**config.mk**
```make
export PLATFORM = sky130hd
export DESIGN_NAME = csc_ctl_flat
export DESIGN_NICKNAME = d
export VERILOG_FILES = /design/src/common/csc_pkg.sv /design/src/common/csc_if.sv /design/src/verilog/csc_ctl.sv /design/src/flat_wrapper.sv
export SDC_FILE = /design/constraint.sdc
export NUM_CORES = 1
export LEC_CHECK = 0
export BUFFER_PORTS_ARGS = -buffer_cell sky130_fd_sc_hd__buf_2
export CAP_MARGIN = 20
export CORE_AREA = 2 2 120 75
export DETAILED_ROUTE_END_ITERATION = 7
export DIE_AREA = 0 0 122 77
export PLACE_DENSITY = 0.81
export RECOVER_POWER = 100
export SYNTH_ARGS = -nofsm -noshare
export SYNTH_HDL_FRONTEND = slang
export SYNTH_SLANG_ARGS = --single-unit
export TNS_END_PERCENT = 30
```
**constraint.sdc**
```tcl
create_clock -name aclk -period 3.4 [get_ports aclk]
set_input_delay 0.34 -clock aclk [delete_from_list [all_inputs] [get_ports aclk]]
set_output_delay 0.34 -clock aclk [all_outputs]
set_load 0.02 [all_outputs]
```
**src/common/csc_pkg.sv**
```systemverilog
// shared constants and types of the capacitive sense control ends
package csc_pkg;
  // sense control 0 field positions and control 1 channel field width
  localparam int unsigned EN_BIT    = 7;
  localparam int unsigned RM_BIT    = 6;
  localparam int unsigned RNG_LSB   = 2;
  localparam int unsigned OUT_BIT   = 1;
  localparam int unsigned T0X_BIT   = 0;
  localparam int unsigned CH_W      = 3;
  // reset values and writable masks
  localparam logic [7:0] CTRL0_RST  = 8'h00;
  localparam logic [7:0] CTRL1_RST  = 8'h00;
  localparam logic [7:0] CTRL0_WMSK = 8'hCD;
  localparam logic [7:0] CTRL1_WMSK = 8'h07;
  // current range codes and timer1 source code
  localparam logic [1:0] RNG_ZERO   = 2'h0;
  localparam logic [1:0] RNG_LOW    = 2'h1;
  localparam logic [1:0] RNG_MED    = 2'h2;
  localparam logic [1:0] T1_SRC_OSC = 2'h3;
  // device register select on the link
  localparam logic       SEL_CTRL0  = 1'b0;
  localparam logic       SEL_CTRL1  = 1'b1;
  // axi register byte offsets
  localparam logic [7:0] OFS_CTRL0  = 8'h00;
  localparam logic [7:0] OFS_CTRL1  = 8'h04;
  localparam logic [7:0] OFS_TCFG   = 8'h08;
  localparam logic [7:0] OFS_TMR0   = 8'h0C;
  localparam logic [7:0] OFS_TMR1   = 8'h10;
  // timer config field positions and reset value
  localparam int unsigned T0CS_BIT  = 0;
  localparam int unsigned T1CS_LSB  = 1;
  localparam int unsigned T1ON_BIT  = 3;
  localparam int unsigned T1GE_BIT  = 4;
  localparam int unsigned SLP_BIT   = 5;
  localparam int unsigned TGL_BIT   = 6;
  localparam logic [6:0] TCFG_RST   = 7'h00;
  // axi responses and system clock divide-by-four terminal count
  localparam logic [1:0] RESP_OKAY  = 2'h0;
  localparam logic [1:0] RESP_SLV   = 2'h2;
  localparam logic [1:0] FOSC_DIV   = 2'h3;

  // oscillator operating mode
  typedef enum logic [2:0] {
    CSC_OFF   = 3'b000,
    CSC_NOISE = 3'b001,
    CSC_LOW   = 3'b010,
    CSC_MED   = 3'b011,
    CSC_HIGH  = 3'b100
  } csc_mode_e;

  // decoded axi register
  typedef enum logic [2:0] {
    CSC_R_CTRL0 = 3'b000,
    CSC_R_CTRL1 = 3'b001,
    CSC_R_TCFG  = 3'b010,
    CSC_R_TMR0  = 3'b011,
    CSC_R_TMR1  = 3'b100,
    CSC_R_NONE  = 3'b111
  } csc_reg_e;
endpackage : csc_pkg

```
**src/common/csc_if.sv**
```systemverilog
// link between the sense control device and its timer/software end
`timescale 1ns/10ps
interface csc_if;
  logic       wr_en;
  logic       wr_sel;
  logic [7:0] wr_data;
  logic [7:0] ctrl0_rd;
  logic [7:0] ctrl1_rd;
  logic       tmr0_cs;
  logic [1:0] tmr1_cs;
  logic       sleep;
  logic       t0_tick;
  logic       t1_tick;

  modport dev (
    input  wr_en, wr_sel, wr_data, tmr0_cs, tmr1_cs, sleep,
    output ctrl0_rd, ctrl1_rd, t0_tick, t1_tick
  );
  modport ctl (
    output wr_en, wr_sel, wr_data, tmr0_cs, tmr1_cs, sleep,
    input  ctrl0_rd, ctrl1_rd, t0_tick, t1_tick
  );
endinterface : csc_if

```
**src/verilog/csc_ctl.sv**
```systemverilog
// timer end: axi4-lite registers, timer0 and timer1 counting oscillator ticks
//
// Added by the designer: the address map and the AXI4-Lite interface to the registers.
`timescale 1ns/10ps
module csc_ctl
  import csc_pkg::*;
#(
  parameter int unsigned T0_W = 8,
  parameter int unsigned T1_W = 16
) (
  // clock and reset
  input  wire logic        aclk,
  input  wire logic        aresetn,
  // axi4-lite slave
  input  wire logic [7:0]  s_axi_awaddr,
  input  wire logic        s_axi_awvalid,
  output      logic        s_axi_awready,
  input  wire logic [31:0] s_axi_wdata,
  input  wire logic [3:0]  s_axi_wstrb,
  input  wire logic        s_axi_wvalid,
  output      logic        s_axi_wready,
  output      logic [1:0]  s_axi_bresp,
  output      logic        s_axi_bvalid,
  input  wire logic        s_axi_bready,
  input  wire logic [7:0]  s_axi_araddr,
  input  wire logic        s_axi_arvalid,
  output      logic        s_axi_arready,
  output      logic [31:0] s_axi_rdata,
  output      logic [1:0]  s_axi_rresp,
  output      logic        s_axi_rvalid,
  input  wire logic        s_axi_rready,
  // link to the device, timer1 gate pin
  csc_if.ctl               link,
  input  wire logic        t1_gate_pin
);
  import csc_pkg::*;

  logic            awr_q, awr_d, wr_q, wr_d, bv_q, bv_d, arr_q, arr_d, rv_q, rv_d;
  logic            awf_q, awf_d, wf_q, wf_d;
  logic [7:0]      awa_q, awa_d;
  logic [31:0]     wd_q, wd_d, rd_q, rd_d;
  logic [3:0]      ws_q, ws_d;
  logic [1:0]      br_q, br_d, rr_q, rr_d;
  logic            lwr_q, lwr_d, lsel_q, lsel_d;
  logic [7:0]      ldat_q, ldat_d;
  logic [6:0]      cfg_q, cfg_d;
  logic [1:0]      div_q, div_d, gs_q, gs_d;
  logic            tgl_q, tgl_d;
  logic [T0_W-1:0] t0_q, t0_d;
  logic [T1_W-1:0] t1_q, t1_d;
  logic            t0_inc, t0_ovf, t1_inc, gate, do_wr;
  csc_reg_e        wsel, rsel;

  // byte offset to register, ignores the two low address bits
  function automatic csc_reg_e dec(input logic [7:0] a);
    case ({a[7:2], 2'b00})
      OFS_CTRL0: dec = CSC_R_CTRL0;
      OFS_CTRL1: dec = CSC_R_CTRL1;
      OFS_TCFG:  dec = CSC_R_TCFG;
      OFS_TMR0:  dec = CSC_R_TMR0;
      OFS_TMR1:  dec = CSC_R_TMR1;
      default:   dec = CSC_R_NONE;
    endcase
  endfunction : dec

  assign wsel  = dec(awa_q);
  assign rsel  = dec(s_axi_araddr);
  assign do_wr = awf_q && wf_q && !bv_q;

  // bus handshakes, timers and link drive
  always_comb begin
    awa_d = awa_q;
    wd_d  = wd_q;
    ws_d  = ws_q;
    awf_d = awf_q | (s_axi_awvalid & awr_q);
    wf_d  = wf_q | (s_axi_wvalid & wr_q);
    if (s_axi_awvalid && awr_q) begin
      awa_d = s_axi_awaddr;
    end
    if (s_axi_wvalid && wr_q) begin
      wd_d = s_axi_wdata;
      ws_d = s_axi_wstrb;
    end
    bv_d   = bv_q & ~s_axi_bready;
    br_d   = br_q;
    lwr_d  = 1'b0;
    lsel_d = lsel_q;
    ldat_d = ldat_q;
    cfg_d  = cfg_q;
    // timer0: system clock over four, or device ticks; frozen in sleep
    div_d  = div_q + 2'h1;
    t0_inc = !cfg_q[SLP_BIT] && (cfg_q[T0CS_BIT] ? link.t0_tick
                                                 : (div_q == FOSC_DIV));
    t0_ovf = t0_inc && (t0_q == {T0_W{1'b1}});
    t0_d   = t0_inc ? t0_q + {{(T0_W-1){1'b0}}, 1'b1} : t0_q;
    // toggle gate built from the timer0 overflow
    tgl_d  = tgl_q ^ t0_ovf;
    gate   = cfg_q[TGL_BIT] ? tgl_q : gs_q[1];
    t1_inc = cfg_q[T1ON_BIT] && (!cfg_q[T1GE_BIT] || gate)
             && (cfg_q[T1CS_LSB+:2] == T1_SRC_OSC) && link.t1_tick;
    t1_d   = t1_inc ? t1_q + {{(T1_W-1){1'b0}}, 1'b1} : t1_q;
    gs_d   = {gs_q[0], t1_gate_pin};
    if (do_wr) begin
      awf_d = 1'b0;
      wf_d  = 1'b0;
      bv_d  = 1'b1;
      br_d  = (wsel == CSC_R_NONE) ? RESP_SLV : RESP_OKAY;
      if (ws_q[0]) begin
        case (wsel)
          CSC_R_CTRL0, CSC_R_CTRL1: begin
            lwr_d  = 1'b1;
            lsel_d = (wsel == CSC_R_CTRL1) ? SEL_CTRL1 : SEL_CTRL0;
            ldat_d = wd_q[7:0];
          end
          CSC_R_TCFG: begin
            cfg_d = wd_q[6:0];
          end
          CSC_R_TMR0: begin
            t0_d = wd_q[T0_W-1:0];
          end
          CSC_R_TMR1: begin
            t1_d[7:0] = wd_q[7:0];
          end
          default: begin
            cfg_d = cfg_q;
          end
        endcase
      end
      if (ws_q[1] && wsel == CSC_R_TMR1) begin
        t1_d[T1_W-1:8] = wd_q[T1_W-1:8];
      end
    end
    awr_d = !awf_d && !bv_d;
    wr_d  = !wf_d && !bv_d;
    // read: one outstanding, data held until rready
    rv_d  = rv_q & ~s_axi_rready;
    rd_d  = rd_q;
    rr_d  = rr_q;
    if (s_axi_arvalid && arr_q) begin
      rv_d = 1'b1;
      rr_d = RESP_OKAY;
      case (rsel)
        CSC_R_CTRL0: rd_d = {24'h000000, link.ctrl0_rd};
        CSC_R_CTRL1: rd_d = {24'h000000, link.ctrl1_rd};
        CSC_R_TCFG:  rd_d = {25'h0000000, cfg_q};
        CSC_R_TMR0:  rd_d = {{(32-T0_W){1'b0}}, t0_q};
        CSC_R_TMR1:  rd_d = {{(32-T1_W){1'b0}}, t1_q};
        default: begin
          rd_d = 32'h00000000;
          rr_d = RESP_SLV;
        end
      endcase
    end
    arr_d = !rv_d;
  end

  // state registers, synchronous reset
  always_ff @(posedge aclk) begin
    if (!aresetn) begin
      {awr_q, wr_q, arr_q} <= 3'h0;
      {bv_q, rv_q, awf_q, wf_q} <= 4'h0;
      awa_q <= 8'h00;
      wd_q <= 32'h00000000;
      rd_q <= 32'h00000000;
      ws_q <= 4'h0;
      br_q <= RESP_OKAY;
      rr_q <= RESP_OKAY;
      lwr_q <= 1'b0;
      lsel_q <= SEL_CTRL0;
      ldat_q <= 8'h00;
      cfg_q <= TCFG_RST;
      div_q <= 2'h0;
      gs_q <= 2'h0;
      tgl_q <= 1'b0;
      t0_q <= '0;
      t1_q <= '0;
    end else begin
      {awr_q, wr_q, arr_q} <= {awr_d, wr_d, arr_d};
      {bv_q, rv_q, awf_q, wf_q} <= {bv_d, rv_d, awf_d, wf_d};
      awa_q <= awa_d;
      wd_q <= wd_d;
      rd_q <= rd_d;
      ws_q <= ws_d;
      br_q <= br_d;
      rr_q <= rr_d;
      lwr_q <= lwr_d;
      lsel_q <= lsel_d;
      ldat_q <= ldat_d;
      cfg_q <= cfg_d;
      div_q <= div_d;
      gs_q <= gs_d;
      tgl_q <= tgl_d;
      t0_q <= t0_d;
      t1_q <= t1_d;
    end
  end

  // timer1 measures the oscillator, so the time base comes from timer0
  assign s_axi_awready = awr_q;
  assign s_axi_wready  = wr_q;
  assign s_axi_bvalid  = bv_q;
  assign s_axi_bresp   = br_q;
  assign s_axi_arready = arr_q;
  assign s_axi_rvalid  = rv_q;
  assign s_axi_rdata   = rd_q;
  assign s_axi_rresp   = rr_q;
  assign link.wr_en    = lwr_q;
  assign link.wr_sel   = lsel_q;
  assign link.wr_data  = ldat_q;
  assign link.tmr0_cs  = cfg_q[T0CS_BIT];
  assign link.tmr1_cs  = cfg_q[T1CS_LSB+:2];
  assign link.sleep    = cfg_q[SLP_BIT];
endmodule : csc_ctl

```
**src/flat_wrapper.sv**
```systemverilog
// flat-port wrapper written by rule: the top's interface ports become plain ports
module csc_ctl_flat import csc_pkg::*;
#(
  parameter int unsigned T0_W = 8,
  parameter int unsigned T1_W = 16
)
  (aclk, aresetn, s_axi_awaddr, s_axi_awvalid, s_axi_awready, s_axi_wdata, s_axi_wstrb, s_axi_wvalid, s_axi_wready, s_axi_bresp, s_axi_bvalid, s_axi_bready, s_axi_araddr, s_axi_arvalid, s_axi_arready, s_axi_rdata, s_axi_rresp, s_axi_rvalid, s_axi_rready, t1_gate_pin, link_wr_en, link_wr_sel, link_wr_data, link_tmr0_cs, link_tmr1_cs, link_sleep, link_ctrl0_rd, link_ctrl1_rd, link_t0_tick, link_t1_tick);
  csc_if link_i ();
  input  wire logic aclk;
  input  wire logic aresetn;
  input  wire logic [7:0] s_axi_awaddr;
  input  wire logic s_axi_awvalid;
  output      logic s_axi_awready;
  input  wire logic [31:0] s_axi_wdata;
  input  wire logic [3:0] s_axi_wstrb;
  input  wire logic s_axi_wvalid;
  output      logic s_axi_wready;
  output      logic [1:0] s_axi_bresp;
  output      logic s_axi_bvalid;
  input  wire logic s_axi_bready;
  input  wire logic [7:0] s_axi_araddr;
  input  wire logic s_axi_arvalid;
  output      logic s_axi_arready;
  output      logic [31:0] s_axi_rdata;
  output      logic [1:0] s_axi_rresp;
  output      logic s_axi_rvalid;
  input  wire logic s_axi_rready;
  input  wire logic t1_gate_pin;
  output wire logic [$bits(link_i.wr_en)-1:0] link_wr_en;
  output wire logic [$bits(link_i.wr_sel)-1:0] link_wr_sel;
  output wire logic [$bits(link_i.wr_data)-1:0] link_wr_data;
  output wire logic [$bits(link_i.tmr0_cs)-1:0] link_tmr0_cs;
  output wire logic [$bits(link_i.tmr1_cs)-1:0] link_tmr1_cs;
  output wire logic [$bits(link_i.sleep)-1:0] link_sleep;
  input wire logic [$bits(link_i.ctrl0_rd)-1:0] link_ctrl0_rd;
  input wire logic [$bits(link_i.ctrl1_rd)-1:0] link_ctrl1_rd;
  input wire logic [$bits(link_i.t0_tick)-1:0] link_t0_tick;
  input wire logic [$bits(link_i.t1_tick)-1:0] link_t1_tick;
  assign link_wr_en = link_i.wr_en;
  assign link_wr_sel = link_i.wr_sel;
  assign link_wr_data = link_i.wr_data;
  assign link_tmr0_cs = link_i.tmr0_cs;
  assign link_tmr1_cs = link_i.tmr1_cs;
  assign link_sleep = link_i.sleep;
  assign link_i.ctrl0_rd = link_ctrl0_rd;
  assign link_i.ctrl1_rd = link_ctrl1_rd;
  assign link_i.t0_tick = link_t0_tick;
  assign link_i.t1_tick = link_t1_tick;
  csc_ctl #(.T0_W(T0_W), .T1_W(T1_W)) u_core (.aclk(aclk), .aresetn(aresetn), .s_axi_awaddr(s_axi_awaddr), .s_axi_awvalid(s_axi_awvalid), .s_axi_awready(s_axi_awready), .s_axi_wdata(s_axi_wdata), .s_axi_wstrb(s_axi_wstrb), .s_axi_wvalid(s_axi_wvalid), .s_axi_wready(s_axi_wready), .s_axi_bresp(s_axi_bresp), .s_axi_bvalid(s_axi_bvalid), .s_axi_bready(s_axi_bready), .s_axi_araddr(s_axi_araddr), .s_axi_arvalid(s_axi_arvalid), .s_axi_arready(s_axi_arready), .s_axi_rdata(s_axi_rdata), .s_axi_rresp(s_axi_rresp), .s_axi_rvalid(s_axi_rvalid), .s_axi_rready(s_axi_rready), .link(link_i), .t1_gate_pin(t1_gate_pin));
endmodule
```
* Word level (Yosys, flattened, before mapping)
Index checks and enable logic that the tools add are counted.
** Storage, ports and cells
- Register bits :: 115
** Operators by class
- Multiplexer cells :: 22
- Bitwise logic cells :: 9
- Add/subtract/negate cells :: 3
- Equality and inequality tests :: 20
- Reduce and logical (&&, ||, !) cells :: 30
** Operators with widths (count)
- $pmux 16 s5 :: 1
- $mux 8 :: 7
- $mux 16 :: 2
- $pmux 3 s5 :: 2
- $eq 6x2->1 const B :: 4
- $add 16x1->16 const B :: 1
- $logic_and 1x1->1 :: 13
- $eq 3x2->1 const B :: 4
- $eq 6x1->1 const B :: 2
- $eq 6x3->1 const B :: 2
- $logic_not 6->1 :: 2
- $eq 3x3->1 const B :: 3
- $reduce_and 3->1 :: 3
- $add 8x1->8 const B :: 1
- $eq 8x8->1 const B :: 1
- $mux 1 :: 8
- $logic_not 1->1 :: 7
- $eq 3x1->1 const B :: 2
- $logic_not 3->1 :: 2
- $reduce_or 5->1 :: 1
- $and 1x1->1 :: 4
- $eq 2x2->1 const B :: 2
- $mux 2 :: 2
- $add 2x1->2 const B :: 1
- 5 further kinds :: 7

* Logic depth before layout (Yosys ltp)
Gate-level depths: netlist of run 1.
- Depth after elaboration :: 9
- Gate-level depth with buffers :: 7
- Mapped depth without buffers :: 6

* Worst setup path before layout of run 1
Ideal clock, no wire load.
- Path type :: in2reg
- From :: in s_axi_araddr[3]
- To :: reg u_core.rd_q[4], in the netlist u_core.s_axi_rdata[4]
- Data required time :: 3.274 ns
- Arrival time :: 1.563 ns
- Stages on the path :: 5
- Setup slack :: 1.711 ns
- Cells stage by stage :: buf_2 > clkbuf_1 > mux2_2 > a222oi_1 > o21ai_0
** On the way
- Cells in the longest elaborated chain, start to end :: 4
** RTL lines
- start, declared :: line flat_wrapper.sv:21 : input wire logic [7:0] s_axi_araddr;
- $eq 6x3->1 (tied with other cells) :: line csc_ctl.sv:56 : case ({a[7:2], 2'b00})
- $pmux 3 s5 * :: line csc_ctl.sv:56
- $eq 3x3->1 (tied with other cells) :: line csc_ctl.sv:142 : case (rsel)
- $pmux 16 s5 * :: line csc_ctl.sv:142
- end signal, assigned :: line csc_ctl.sv:182 : rd_q <= rd_d;
- end, declared :: line csc_ctl.sv:41 : logic [31:0] wd_q, wd_d, rd_q, rd_d;
Mark *: on every way between the ends. The rest lies on a longest branch, timed or not.
A chain may end at the register's enable or synchronous reset.

* Worst setup path in the final report of run 1
- From :: reg u_core.awa_q[5]
- To :: reg u_core.cfg_q[6]
** On the way
- Cells in the longest elaborated chain, start to end :: 4
** RTL lines
- start, declared :: line csc_ctl.sv:40 : logic [7:0] awa_q, awa_d;
- start signal, assigned :: line csc_ctl.sv:180 : awa_q <= awa_d;
- $eq 6x3->1 (tied with other cells) :: line csc_ctl.sv:56
- $pmux 3 s5 * :: line csc_ctl.sv:56
- $eq 3x2->1 * :: line csc_ctl.sv:109 : case (wsel)
- $reduce_and 3->1 (no source line) *
- end signal, assigned :: line csc_ctl.sv:189 : cfg_q <= cfg_d;
- end, declared :: line csc_ctl.sv:46 : logic [6:0] cfg_q, cfg_d;
Marks and branches as above.

==> summary.txt, run 1 <==
Status
  – Status: complete, but fails checks
  – Violations in the final reports: max-capacitance violations, max-slew violations

Routing
  – Metal-1 WL: 4780 um
  – Vias per cell: 5.47
  – Drt drc: 0
  – Iter 0 DRT Violations: 367
  – DR WL met2: 4680 um
  – Initial DRT Pass Iterations: 5
  – Remaining antenna violation count: 0
  – Final Routed Wirelength: 10600 um
  – Uppermost layer routed: met4
  – Vias: 3690
  – WL met3: 965 um
  – Post-DR wirelength/cell: 15.7 um

Clock network
  – Insertion delay to the later sink of the worst-skew pair: 340 ps
  – Setup Fix Bufs, Post-CTS: 0
  – CTS-repair resized insts: 0
  – Clk sink count: 95
  – Clk pin slew, worst setup/hold paths: 60 ps
  – CTS tree: yes
  – Max clock buf depth: 2
  – CTS Buf Count: 9
  – Hold buffers post-CTS: 0
  – Htree depth: 3
  – Root buffer cell: clkbuf_16

Layout
  – Filler Cell Count: 782
  – Layout area overhead: 15.3%
  – Final Cell Area: 4880 um2
  – Share of post-route cells with drive strength above 1: 16.2%
  – Non-filler cells, final: 674
  – Final nets: 638
  – Diode count: 0

Worst hold path
  – Worst min-delay path startpoint: t1_gate_pin
  – Hold Path Cell Cnt: 2
  – Min-delay worst type: in -> reg

Worst setup path
  – Slowest cell on crit path: or4b_2
  – Worst setup path category: reg -> reg
  – CP startpoint: u_core.awa_q[5]
  – CP Capture Type: flop
  – Startpoint types: flop
  – R2R depth: 5
  – Arrival time at the worst endpoint: 2790 ps
  – Largest stage delay on the critical path: 660 ps
  – CP Max Fanout: 7
  – FF-to-FF Start: u_core.awa_q[5]
  – CP Data Required Time: 3560 ps
  – CP Cell Sequence: or4b_2 -> nor3_1 -> nand3b_1 -> mux2i_1 -> nor2_1

Floorplan
  – Core Rows: 26
  – Die area: 9390 um2
  – Ports: 133
  – Die H: 77 um
  – Starting Density: 51.0%
  – Core Area: 8300 um2
  – Die Wd: 122 um

Placement
  – Detail Placement HPWL: 7640 um
  – Post-placement cell area: 4670 um2
  – Post-placement setup slack: 1180 ps
  – Final GP Congestion: 0.894
  – Port buffer count: 92
  – Placed Cells: 658

Timing
  – F_max: 381 MHz
  – Final Cycle Share: 77.3%
  – Final Skew: 4.37 ps
  – Setup Viol. Count Final: 0
  – RSZ-0062 raised after global routing: no
  – Min setup slack post-route: 772 ps
  – Final Max Slew Viols: 32
  – Final hold viol count: 0
  – Setup TNS Final: 0 ps
  – Worst-margin pin slew: 1510 ps
  – Post-route minimum period: 2630 ps
  – Relative slew margins: -0.335%

Global route
  – First-pass GRT wire length: 16600 um
  – Gr ovfl total: 0
  – Initial antenna violation count: 0
  – Largest net degree at the start of global routing: 33
  – Vias in the first global route: 3477
  – Gr usage total: 22.8%

Power and ir drop
  – Leak pwr: 1.90 nW
  – Power Density: 477 nW/um2
  – Worst vdd ir: 0.383 mV

Logic synthesis
  – Leading area contributor after synthesis: dfxtp_1
  – YS warnings: 0
  – Post-synth top cells: dfxtp_1 (95), nand2_1 (79), a21oi_1 (50)
  – Synth Instances: 475
  – Unique masters post-synth: 47
  – Post-synth EDFFs: 0
  – Syn avg cell area: 8.91 um2
  – Post-synthesis cell area: 4230 um2
  – Number of synthesized register bits: 95
  – Asr flop ratio synth: 0%
  – Synth Flop Type: dfxtp_1
  – Area share of the largest cell type after synthesis: 45.0%
  – Top-count cell post-synth: dfxtp_1
  – Seq/Total Area, Yosys: 45.0%
  – Synth top area cells: dfxtp_1 (45%), nand2_1 (7.0%), a21oi_1 (5.9%)

Flow run
  – Max-cap check violation count: 1
worst paths after layout:
check,to,slack (ps)
min,u_core.gs_q[0],230
max,u_core.cfg_q[6],770
min reg2reg,u_core.div_q[0],430
max reg2reg,u_core.cfg_q[6],770
flip-flops by register name (all words and copies together) (netlist names), 2 cells and up:
register / cells
u_core.s_axi_rdata: 16
u_core.t1_q: 16
u_core.wd_q: 16
u_core.link.wr_data: 8
u_core.t0_q: 8
u_core.cfg_q: 7
u_core.awa_q: 6
u_core.div_q: 2
u_core.gs_q: 2
u_core.ws_q: 2
cell families after synthesis:
group | Yosys count | synth area share (%)
compound gates | 102 | 14.5
xor+xnor | 22 | 4.55
fa+ha+maj | 3 | 0.887
buf+inv | 45 | 6.12
flops | 95 | 45.0
mux | 35 | 8.73
other cells | 1 | 0.0886
simple gates | 172 | 20.2
metal layers:
metal | up-vias | global-route usage [%]
li1 | 1792 | -
met1 | 1723 | 30.6
met2 | 159 | 35.3
met3 | 16 | 6.40
met4 | 0 | 7.36
met5 | - | 0
final cells by class:
| class | count | area (um2) | share of cell area, % |
|---|---|---|---|
| timing repair buffer | 94 | 419 | 8.60 |
| clock inverter | 3 | 42.5 | 0.872 |
| multi-input combinational | 352 | 2100 | 43.1 |
| sequential | 95 | 1900 | 39.0 |
| clock buffer | 13 | 250 | 5.13 |
| tap | 112 | 140 | 2.87 |
| inverter | 5 | 18.8 | 0.385 |
cells in the final DEF (no fill, tap or decap), drive strengths merged, types with 18 or more instances in the layout:
cell type and instances:
nor2 29, buf 53, a21oi 50, nand3 24, conb 18, dfxtp 95, nand2 79, o21ai 32
mux2i 20, clkbuf 54
worst max-delay path: cells and delay by family (launching register included):
family           cells  cell delay [ps]
and+or+nand+nor      4             1780
muxes                1              340
DFF                  1              320
stage by stage:
| stage | utilization, % | hold WS, ps | power [W] |
|---|---|---|---|
| after floorplan | - | 399 | 0.00130 |
| after global placement | 56.3 | 408 | 0.00135 |
| after detailed placement | 56.3 | 419 | 0.00136 |
| after CTS | 59.8 | 209 | 0.00235 |
| after global routing | 58.8 | 227 | 0.00241 |
| final | 58.8 | 226 | 0.00233 |
report_power, final:
| group | switching [W] | total (W) | internal, W |
|---|---|---|---|
| sequential | 0.0000256 | 0.00116 | 0.00114 |
| combinational | 0.000104 | 0.000165 | 0.0000611 |
| clock | 0.000409 | 0.000999 | 0.000590 |
| total | 0.000539 | 0.00233 | 0.00179 |
Note: power is estimated with default switching activity, not from simulation.
==> run 2, diff against run 1 <==
--- a/config.mk
+++ b/config.mk
@@ -5,12 +5,13 @@
 export SDC_FILE = /design/constraint.sdc
 export NUM_CORES = 1
 export LEC_CHECK = 0
+export ABC_AREA = 1
 export BUFFER_PORTS_ARGS = -buffer_cell sky130_fd_sc_hd__buf_2
 export CAP_MARGIN = 20
-export CORE_AREA = 2 2 120 75
+export CORE_AREA = 2 2 134 84
 export DETAILED_ROUTE_END_ITERATION = 7
-export DIE_AREA = 0 0 122 77
-export PLACE_DENSITY = 0.81
+export DIE_AREA = 0 0 136 86
+export PLACE_DENSITY = 0.75
 export RECOVER_POWER = 100
 export SYNTH_ARGS = -nofsm -noshare
 export SYNTH_HDL_FRONTEND = slang
==> constraint.sdc (replaced) <==
create_clock -name aclk -period 2.1 [get_ports aclk]
set_input_delay 0.21 -clock aclk [delete_from_list [all_inputs] [get_ports aclk]]
set_output_delay 0.21 -clock aclk [all_outputs]
set_load 0.02 [all_outputs]
==> summary.txt, run 2 <==
Floorplan
  – Starting Density: 45.9% (-5.1 points)
  – Die Wd: 136 um (+11%)
  – Ports: 133 (unchanged)
  – Core Area: 10400 um2 (+25%)
  – Die area: 11700 um2 (+25%)
  – Die H: 86 um (+12%)
  – Core Rows: 29 (+12%)

Logic synthesis
  – Post-Synth XOR/XNOR Area: 1.65% (-2.9 points)
  – Simple-gate share of the synthesized area: 28.2% (+8.1 points)
  – Main combinational cell family by area after synthesis: simple AND/OR/NAND/NOR gates
  – Synth Flop Type: dfxtp_1
  – Top-count cell post-synth: nand2_1
  – Post-synth EDFFs: 0 (unchanged)
  – Post-synthesis cell area: 4770 um2 (+13%)
  – Asr flop ratio synth: 0% (unchanged)
  – Number of synthesized register bits: 95 (unchanged)
  – YS warnings: 0 (unchanged)
  – Unique masters post-synth: 38 (-19%)
  – Synth top area cells: dfxtp_1 (40%), nand2_1 (11%), o21ai_0 (8.5%)
  – Area share of the largest cell type after synthesis: 39.9% (-5.1 points)
  – Post-synthesis mux area share: 0% (-8.7 points)
  – Syn avg cell area: 6.86 um2 (-23%)
  – Post-synthesis compound-gate area fraction: 17.1% (+2.6 points)
  – Post-synth top cells: nand2_1 (139), dfxtp_1 (95), nor2_1 (81), o21ai_0 (81), inv_1 (75)
  – Adder-Cell Fraction of Synth Area: 0.788% (-0.10 points)
  – Seq/Total Area, Yosys: 39.9% (-5.1 points)
  – Leading area contributor after synthesis: dfxtp_1
  – Synth Instances: 695 (+46%)

Timing
  – Relative slew margins: 14.8% (+15 points)
  – Setup TNS Final: 0 ps (unchanged)
  – Final Skew: 7.09 ps (+2.73 ps)
  – Final Cycle Share: 82.7% (+5.4 points)
  – Post-route minimum period: 1740 ps (-891 ps)
  – Final Max Slew Viols: 0 (-100%)
  – Worst-margin pin slew: 1280 ps (-228 ps)
  – Setup Viol. Count Final: 0 (unchanged)
  – F_max: 576 MHz (+51%)
  – Final hold viol count: 0 (unchanged)
  – RSZ-0062 raised after global routing: no

Power and ir drop
  – Leak pwr: 2.39 nW (+26%)
  – Flop pwr share: 49.3% (-0.7 points)
  – Combinational Power Share: 10.5% (+3.4 points)
  – Net switching power: 0.00103 W (+91%)
  – Worst vdd ir: 0.452 mV (+18%)
  – Power Density: 707 nW/um2 (+48%)
  – Clock power share: 40.2% (-2.7 points)
  – Int Power: 0.00283 W (+58%)
  – Switching share of power: 26.7% (+3.6 points)

Placement
  – Port buffer count: 92 (unchanged)
  – Detail Placement HPWL: 8890 um (+16%)
  – Post-placement cell area: 5270 um2 (+13%)
  – Final GP Congestion: 0.899 (+0.51%)

Worst setup path
  – Startpoint types: flop
  – CP Capture Type: flop
  – CP Data Required Time: 2370 ps (-1190 ps)
  – Arrival time at the worst endpoint: 2010 ps (-780 ps)
  – CP Max Fanout: 16 (+9)
  – R2R depth: 8 (+3)
  – Setup slack, reg-to-reg: 360 ps (-410 ps)
  – Worst R2R End: u_core.link.wr_data[0]
  – Worst setup path category: reg -> reg
  – FF-to-FF Start: u_core.wf_q

Clock network
  – CTS Buf Count: 9 (unchanged)
  – Htree depth: 3 (unchanged)
  – Setup Fix Bufs, Post-CTS: 0 (unchanged)
  – Insertion delay to the later sink of the worst-skew pair: 350 ps (about the same)
  – Root buffer cell: clkbuf_16
  – Clk pin slew, worst setup/hold paths: 70 ps (about the same)
  – Max clock buf depth: 2 (unchanged)
  – Clk sink count: 95 (unchanged)
  – Hold buffers post-CTS: 0 (unchanged)
  – CTS tree: yes
  – CTS-repair resized insts: 0 (unchanged)

Routing
  – Remaining antenna violation count: 0 (unchanged)
  – Vias per cell: 4.90 (-11%)
  – Initial DRT Pass Iterations: 5 (unchanged)
  – Post-DR wirelength/cell: 12.8 um (-19%)
  – Vias: 4525 (+23%)
  – Drt drc: 0 (unchanged)
  – Final Routed Wirelength: 11800 um (+12%)
  – Iter 0 DRT Violations: 372 (+1.4%)

Global route
  – First-pass GRT wire length: 18900 um (+14%)
  – Gr usage total: 20.5% (-2.3 points)
  – Gr ovfl total: 0 (unchanged)
  – Largest net degree at the start of global routing: 78 (+140%)
  – Vias in the first global route: 3799 (+9.3%)
  – Initial antenna violation count: 0 (unchanged)

Worst hold path
  – Hold Path Cell Cnt: 3 (+1)
  – Worst min-delay path startpoint: t1_gate_pin
  – Min-delay worst type: in -> reg
  – Hold Crit Endpoint: u_core.gs_q[0]

Layout
  – Most frequent cells in the layout: nand2_1 (141), dfxtp_1 (95), nor2_1 (82), o21ai_0 (82), inv_1 (76)
  – Share of post-route cells with drive strength above 1: 12.7% (-3.5 points)
  – Layout area overhead: 14.6%
  – Final nets: 861 (+35%)
  – Diode count: 0 (unchanged)
  – Util after Layout: 52.7% (-6.1 points)
  – Most common cell after layout, fill and taps aside: nand2_1
  – Final Cell Area: 5460 um2 (+12%)

Flow run
  – Max-cap check violation count: 0 (-1)

Status
  – Status: finished clean
[run 2: worst max path at each step]
stage | startpoint | endpoint | slack, ps | depth (start not counted)
5_1_grt | aresetn | u_core.s_axi_awready | 110 | 5
3_5_place_dp | u_core.t0_q[0] | u_core.tgl_q | 450 | 6
6_report | u_core.wf_q | u_core.link.wr_data[0] | 360 | 8
3_3_place_gp | u_core.t1_q[0] | u_core.t1_q[10] | 460 | 8
2_1_floorplan | u_core.cfg_q[0] | u_core.t0_q[6] | 690 | 8
4_1_cts | u_core.cfg_q[2] | u_core.t1_q[7] | 430 | 8
[run 2: per-layer routing]
metal	part of all wire (%)	vias to the layer above	track usage [%]
li1	-	2387	-
met1	54	1930	32.9
met2	36	199	26.5
met3	9.3	9	5.08
met4	0.71	0	4.55
met5	0	-	0
[run 2: power by group through the flow]
stage | combinational, W | clock (W) | sequential, W
2_1_floorplan | 0.000285 | 0 | 0.00196
3_3_place_gp | 0.000409 | 0 | 0.00194
3_5_place_dp | 0.000412 | 0 | 0.00194
4_1_cts | 0.000413 | 0.00158 | 0.00190
5_1_grt | 0.000454 | 0.00167 | 0.00191
6_report | 0.000406 | 0.00155 | 0.00190
[run 2: layout make-up]
class | count | area (um2)
inverters | 82 | 313
fillers | 1069 | 4910
clock buffers | 10 | 239
flip-flops and latches | 95 | 1900
repair buffers | 100 | 465
clock inverters | 6 | 43.8
multi-input cells | 492 | 2330
well taps | 139 | 174
[run 2: logic make-up after synthesis]
logic type | after synthesis
simple gates | 307
compound gates | 155
buf+inv | 125
flops | 95
xor+xnor | 9
fa+ha+maj | 3
other cells | 1
[run 2: worst max-delay path, cell delays in order (launching register included)]
cell and delay, ps:
dfxtp_1 370, nand3_1 130, inv_1 160, nand2_1 140, nor2_4 360, nand2_4 110
clkinv_4 130, o21ai_0 80, a21oi_1 180
[run 2: stage by stage]
stage	cells	hold WS (ps)	worst slack, ps	total power [W]
global placement	908	404	461	0.00235
finish	924	44.0	363	0.00386
floorplan	712	308	692	0.00224
CTS	924	34.6	429	0.00390
global route	924	54.8	106	0.00403
detailed placement	908	399	453	0.00236
==> run 3, diff against run 2 <==
--- a/config.mk
+++ b/config.mk
@@ -8,10 +8,10 @@
 export ABC_AREA = 1
 export BUFFER_PORTS_ARGS = -buffer_cell sky130_fd_sc_hd__buf_2
 export CAP_MARGIN = 20
-export CORE_AREA = 2 2 134 84
+export CORE_AREA = 2 2 127 80
 export DETAILED_ROUTE_END_ITERATION = 7
-export DIE_AREA = 0 0 136 86
-export PLACE_DENSITY = 0.75
+export DIE_AREA = 0 0 129 82
+export PLACE_DENSITY = 0.79
 export RECOVER_POWER = 100
 export SYNTH_ARGS = -nofsm -noshare
 export SYNTH_HDL_FRONTEND = slang
==> constraint.sdc (replaced) <==
create_clock -name aclk -period 1.6 [get_ports aclk]
set_input_delay 0.16 -clock aclk [delete_from_list [all_inputs] [get_ports aclk]]
set_output_delay 0.16 -clock aclk [all_outputs]
set_load 0.02 [all_outputs]
==> summary.txt, run 3 (synthesis gave the netlist of run 2 again) <==
Worst setup path
  – Setup slack, reg-to-reg: 90 ps (-270 ps)
  – Startpoint types: flop
  – CP Capture Type: flop
  – CP Max Fanout: 3 (-13)
  – Largest delay share family, worst path: simple AND/OR/NAND/NOR gates
  – Most used cell, CP: inv_1
  – CP Data Required Time: 1840 ps (-530 ps)
  – R2R depth: 11 (+3)
  – FF-to-FF Start: u_core.t1_q[0]
  – Worst R2R End: u_core.t1_q[12]
  – CP startpoint: u_core.t1_q[0]
  – Buffer and inverter count on the worst path: 4 (+2)
  – End of the critical path: u_core.t1_q[12]
  – Arrival time at the worst endpoint: 1760 ps (-250 ps)
  – CP Cell Sequence: ha_1 -> inv_1 -> nor2_2 -> buf_4 -> nand3_1 -> nand2_1 -> inv_1 -> o21ai_0 -> nand3_1 -> nand2_1 -> inv_1
  – Largest stage delay on the critical path: 340 ps (-30 ps)
  – Worst setup path category: reg -> reg
  – Levels on crit path: 11 (+3)
  – Slowest cell on crit path: dfxtp_1

Power and ir drop
  – Switching share of power: 25.8% (-0.89 points)
  – Clock power share: 41.2% (+1.0 points)
  – Net switching power: 0.00134 W (+30%)
  – Combinational Power Share: 10.6% (about the same)
  – Leak pwr: 2.50 nW (+4.7%)
  – Worst vdd ir: 0.593 mV (+31%)
  – Power Density: 915 nW/um2 (+29%)
  – Int Power: 0.00384 W (+36%)
  – Flop pwr share: 48.3% (-1.0 points)

Floorplan
  – Ports: 133 (unchanged)
  – Die H: 82 um (-4.7%)
  – Starting Density: 50.2% (+4.3 points)
  – Die Wd: 129 um (-5.1%)
  – Die area: 10600 um2 (-9.6%)
  – Core Area: 9490 um2 (-8.5%)
  – Core Rows: 28 (-3.4%)

Placement
  – Detail Placement HPWL: 9660 um (+8.7%)
  – Post-placement setup slack: 59.6 ps (-393 ps)
  – Port buffer count: 92 (unchanged)
  – Final GP Congestion: 0.933 (+3.8%)

Worst hold path
  – Min-delay worst type: in -> reg
  – Hold Path Cell Cnt: 3 (unchanged)

Timing
  – F_max: 662 MHz (+15%)
  – Setup TNS Final: 0 ps (unchanged)
  – RSZ-0062 raised after global routing: no
  – Final Skew: 6.75 ps (-0.343 ps)
  – Min setup slack post-route: 89.3 ps (-274 ps)
  – Final Max Slew Viols: 0 (unchanged)
  – Post-route minimum period: 1510 ps (-226 ps)
  – Setup Viol. Count Final: 0 (unchanged)
  – Final Cycle Share: 94.4% (+12 points)
  – Final hold viol count: 0 (unchanged)

Global route
  – Gr usage total: 24.1% (+3.6 points)
  – Largest net degree at the start of global routing: 77 (-1.3%)
  – Gr ovfl total: 0 (unchanged)
  – Initial antenna violation count: 0 (unchanged)
  – First-pass GRT wire length: 20000 um (+5.7%)
  – Vias in the first global route: 4185 (+10%)

Routing
  – Vias: 4796 (+6.0%)
  – Post-DR wirelength/cell: 13.6 um (+6.3%)
  – Vias per cell: 5.12 (+4.5%)
  – Drt drc: 0 (unchanged)
  – Final Routed Wirelength: 12700 um (+7.7%)
  – Initial DRT Pass Iterations: 4 (-1)
  – Iter 0 DRT Violations: 307 (-17%)
  – Remaining antenna violation count: 0 (unchanged)

Layout
  – Share of post-route cells with drive strength above 1: 16.2% (+3.5 points)
  – Filler Cell Count: 874 (-18%)
  – Util after Layout: 59.6% (+7.0 points)
  – Most frequent cells in the layout: nand2_1 (138), dfxtp_1 (94), o21ai_0 (79)
  – Final nets: 878 (+2.0%)
  – Most common cell after layout, fill and taps aside: nand2_1
  – Layout area overhead: 18.8%
  – Diode count: 0 (unchanged)

Clock network
  – Htree depth: 3 (unchanged)
  – Max clock buf depth: 2 (unchanged)
  – Clk sink count: 95 (unchanged)
  – Clk pin slew, worst setup/hold paths: 70 ps (about the same)
  – Root buffer cell: clkbuf_16
  – Insertion delay to the later sink of the worst-skew pair: 340 ps (about the same)
  – CTS tree: yes
  – CTS Buf Count: 9 (unchanged)

Status
  – Status: finished clean

Flow run
  – Max-cap check violation count: 0 (unchanged)
## run 3: stage by stage
| step | hold slack, ps | total power (W) | cell area, um2 | cells |
|---|---|---|---|---|
| 5_1_grt | 73.3 | 0.00540 | 5660 | 937 |
| 2_1_floorplan | 258 | 0.00295 | 4830 | 712 |
| 3_5_place_dp | 352 | 0.00310 | 5390 | 919 |
| 6_report | 67.9 | 0.00518 | 5660 | 937 |
| 4_1_cts | 52.3 | 0.00523 | 5700 | 936 |
| 3_3_place_gp | 362 | 0.00308 | 5390 | 919 |
## run 3: worst min-delay path by stage
| stage | start | end |
|---|---|---|
| 6_report | s_axi_wdata[15] | u_core.wd_q[15] |
| 5_1_grt | s_axi_wdata[8] | u_core.wd_q[8] |
| 4_1_cts | s_axi_wdata[15] | u_core.wd_q[15] |
| 3_5_place_dp | t1_gate_pin | u_core.gs_q[0] |
| 3_3_place_gp | t1_gate_pin | u_core.gs_q[0] |
| 2_1_floorplan | t1_gate_pin | u_core.gs_q[0] |
## run 3: tightest hold or removal path, delay by kind of cell
| kind | cells | cell delay (ps) |
|---|---|---|
| compound gates | 1 | 70 |
| buf+inv | 1 | 70 |
| simple gates | 1 | 80 |
## run 3: area by class of cell
class / count / area, um2 / share of cell area (%)
clock buffers: 10 / 229 / 4.05
clock inverters: 6 / 70.1 / 1.24
inverters: 82 / 313 / 5.53
multi-input cells: 492 / 2350 / 41.5
flip-flops and latches: 95 / 1900 / 33.6
well taps: 135 / 169 / 2.98
repair buffers: 117 / 628 / 11.1
## run 3: routing by layer
layer  vias to the layer above  track usage [%]  part of all wire [%]  wire [um]
met2                       230             37.1                    41       5190
met3                        12             5.41                   9.7       1230
met1                      2125             34.3                    48       6160
li1                       2429                -                     -          -
met5                         -                0                     0          0
met4                         0             5.76                   1.1        140
## run 3: power by group through the flow
stage | registers (W) | clock network [W] | logic (W)
6_report | 0.00250 | 0.00213 | 0.000547
5_1_grt | 0.00251 | 0.00229 | 0.000605
4_1_cts | 0.00250 | 0.00217 | 0.000552
3_5_place_dp | 0.00255 | 0 | 0.000547
3_3_place_gp | 0.00255 | 0 | 0.000532
2_1_floorplan | 0.00257 | 0 | 0.000374
## run 3: what timing repair did
| item | 4_1_cts | 5_1_grt |
|---|---|---|
| setup endpoints to repair | 0 | 14 |
| resized for setup | 0 | 12 |
| setup buffers | 0 | 1 |
| hold endpoints to repair | 1 | 0 |
| hold buffers | 1 | 0 |
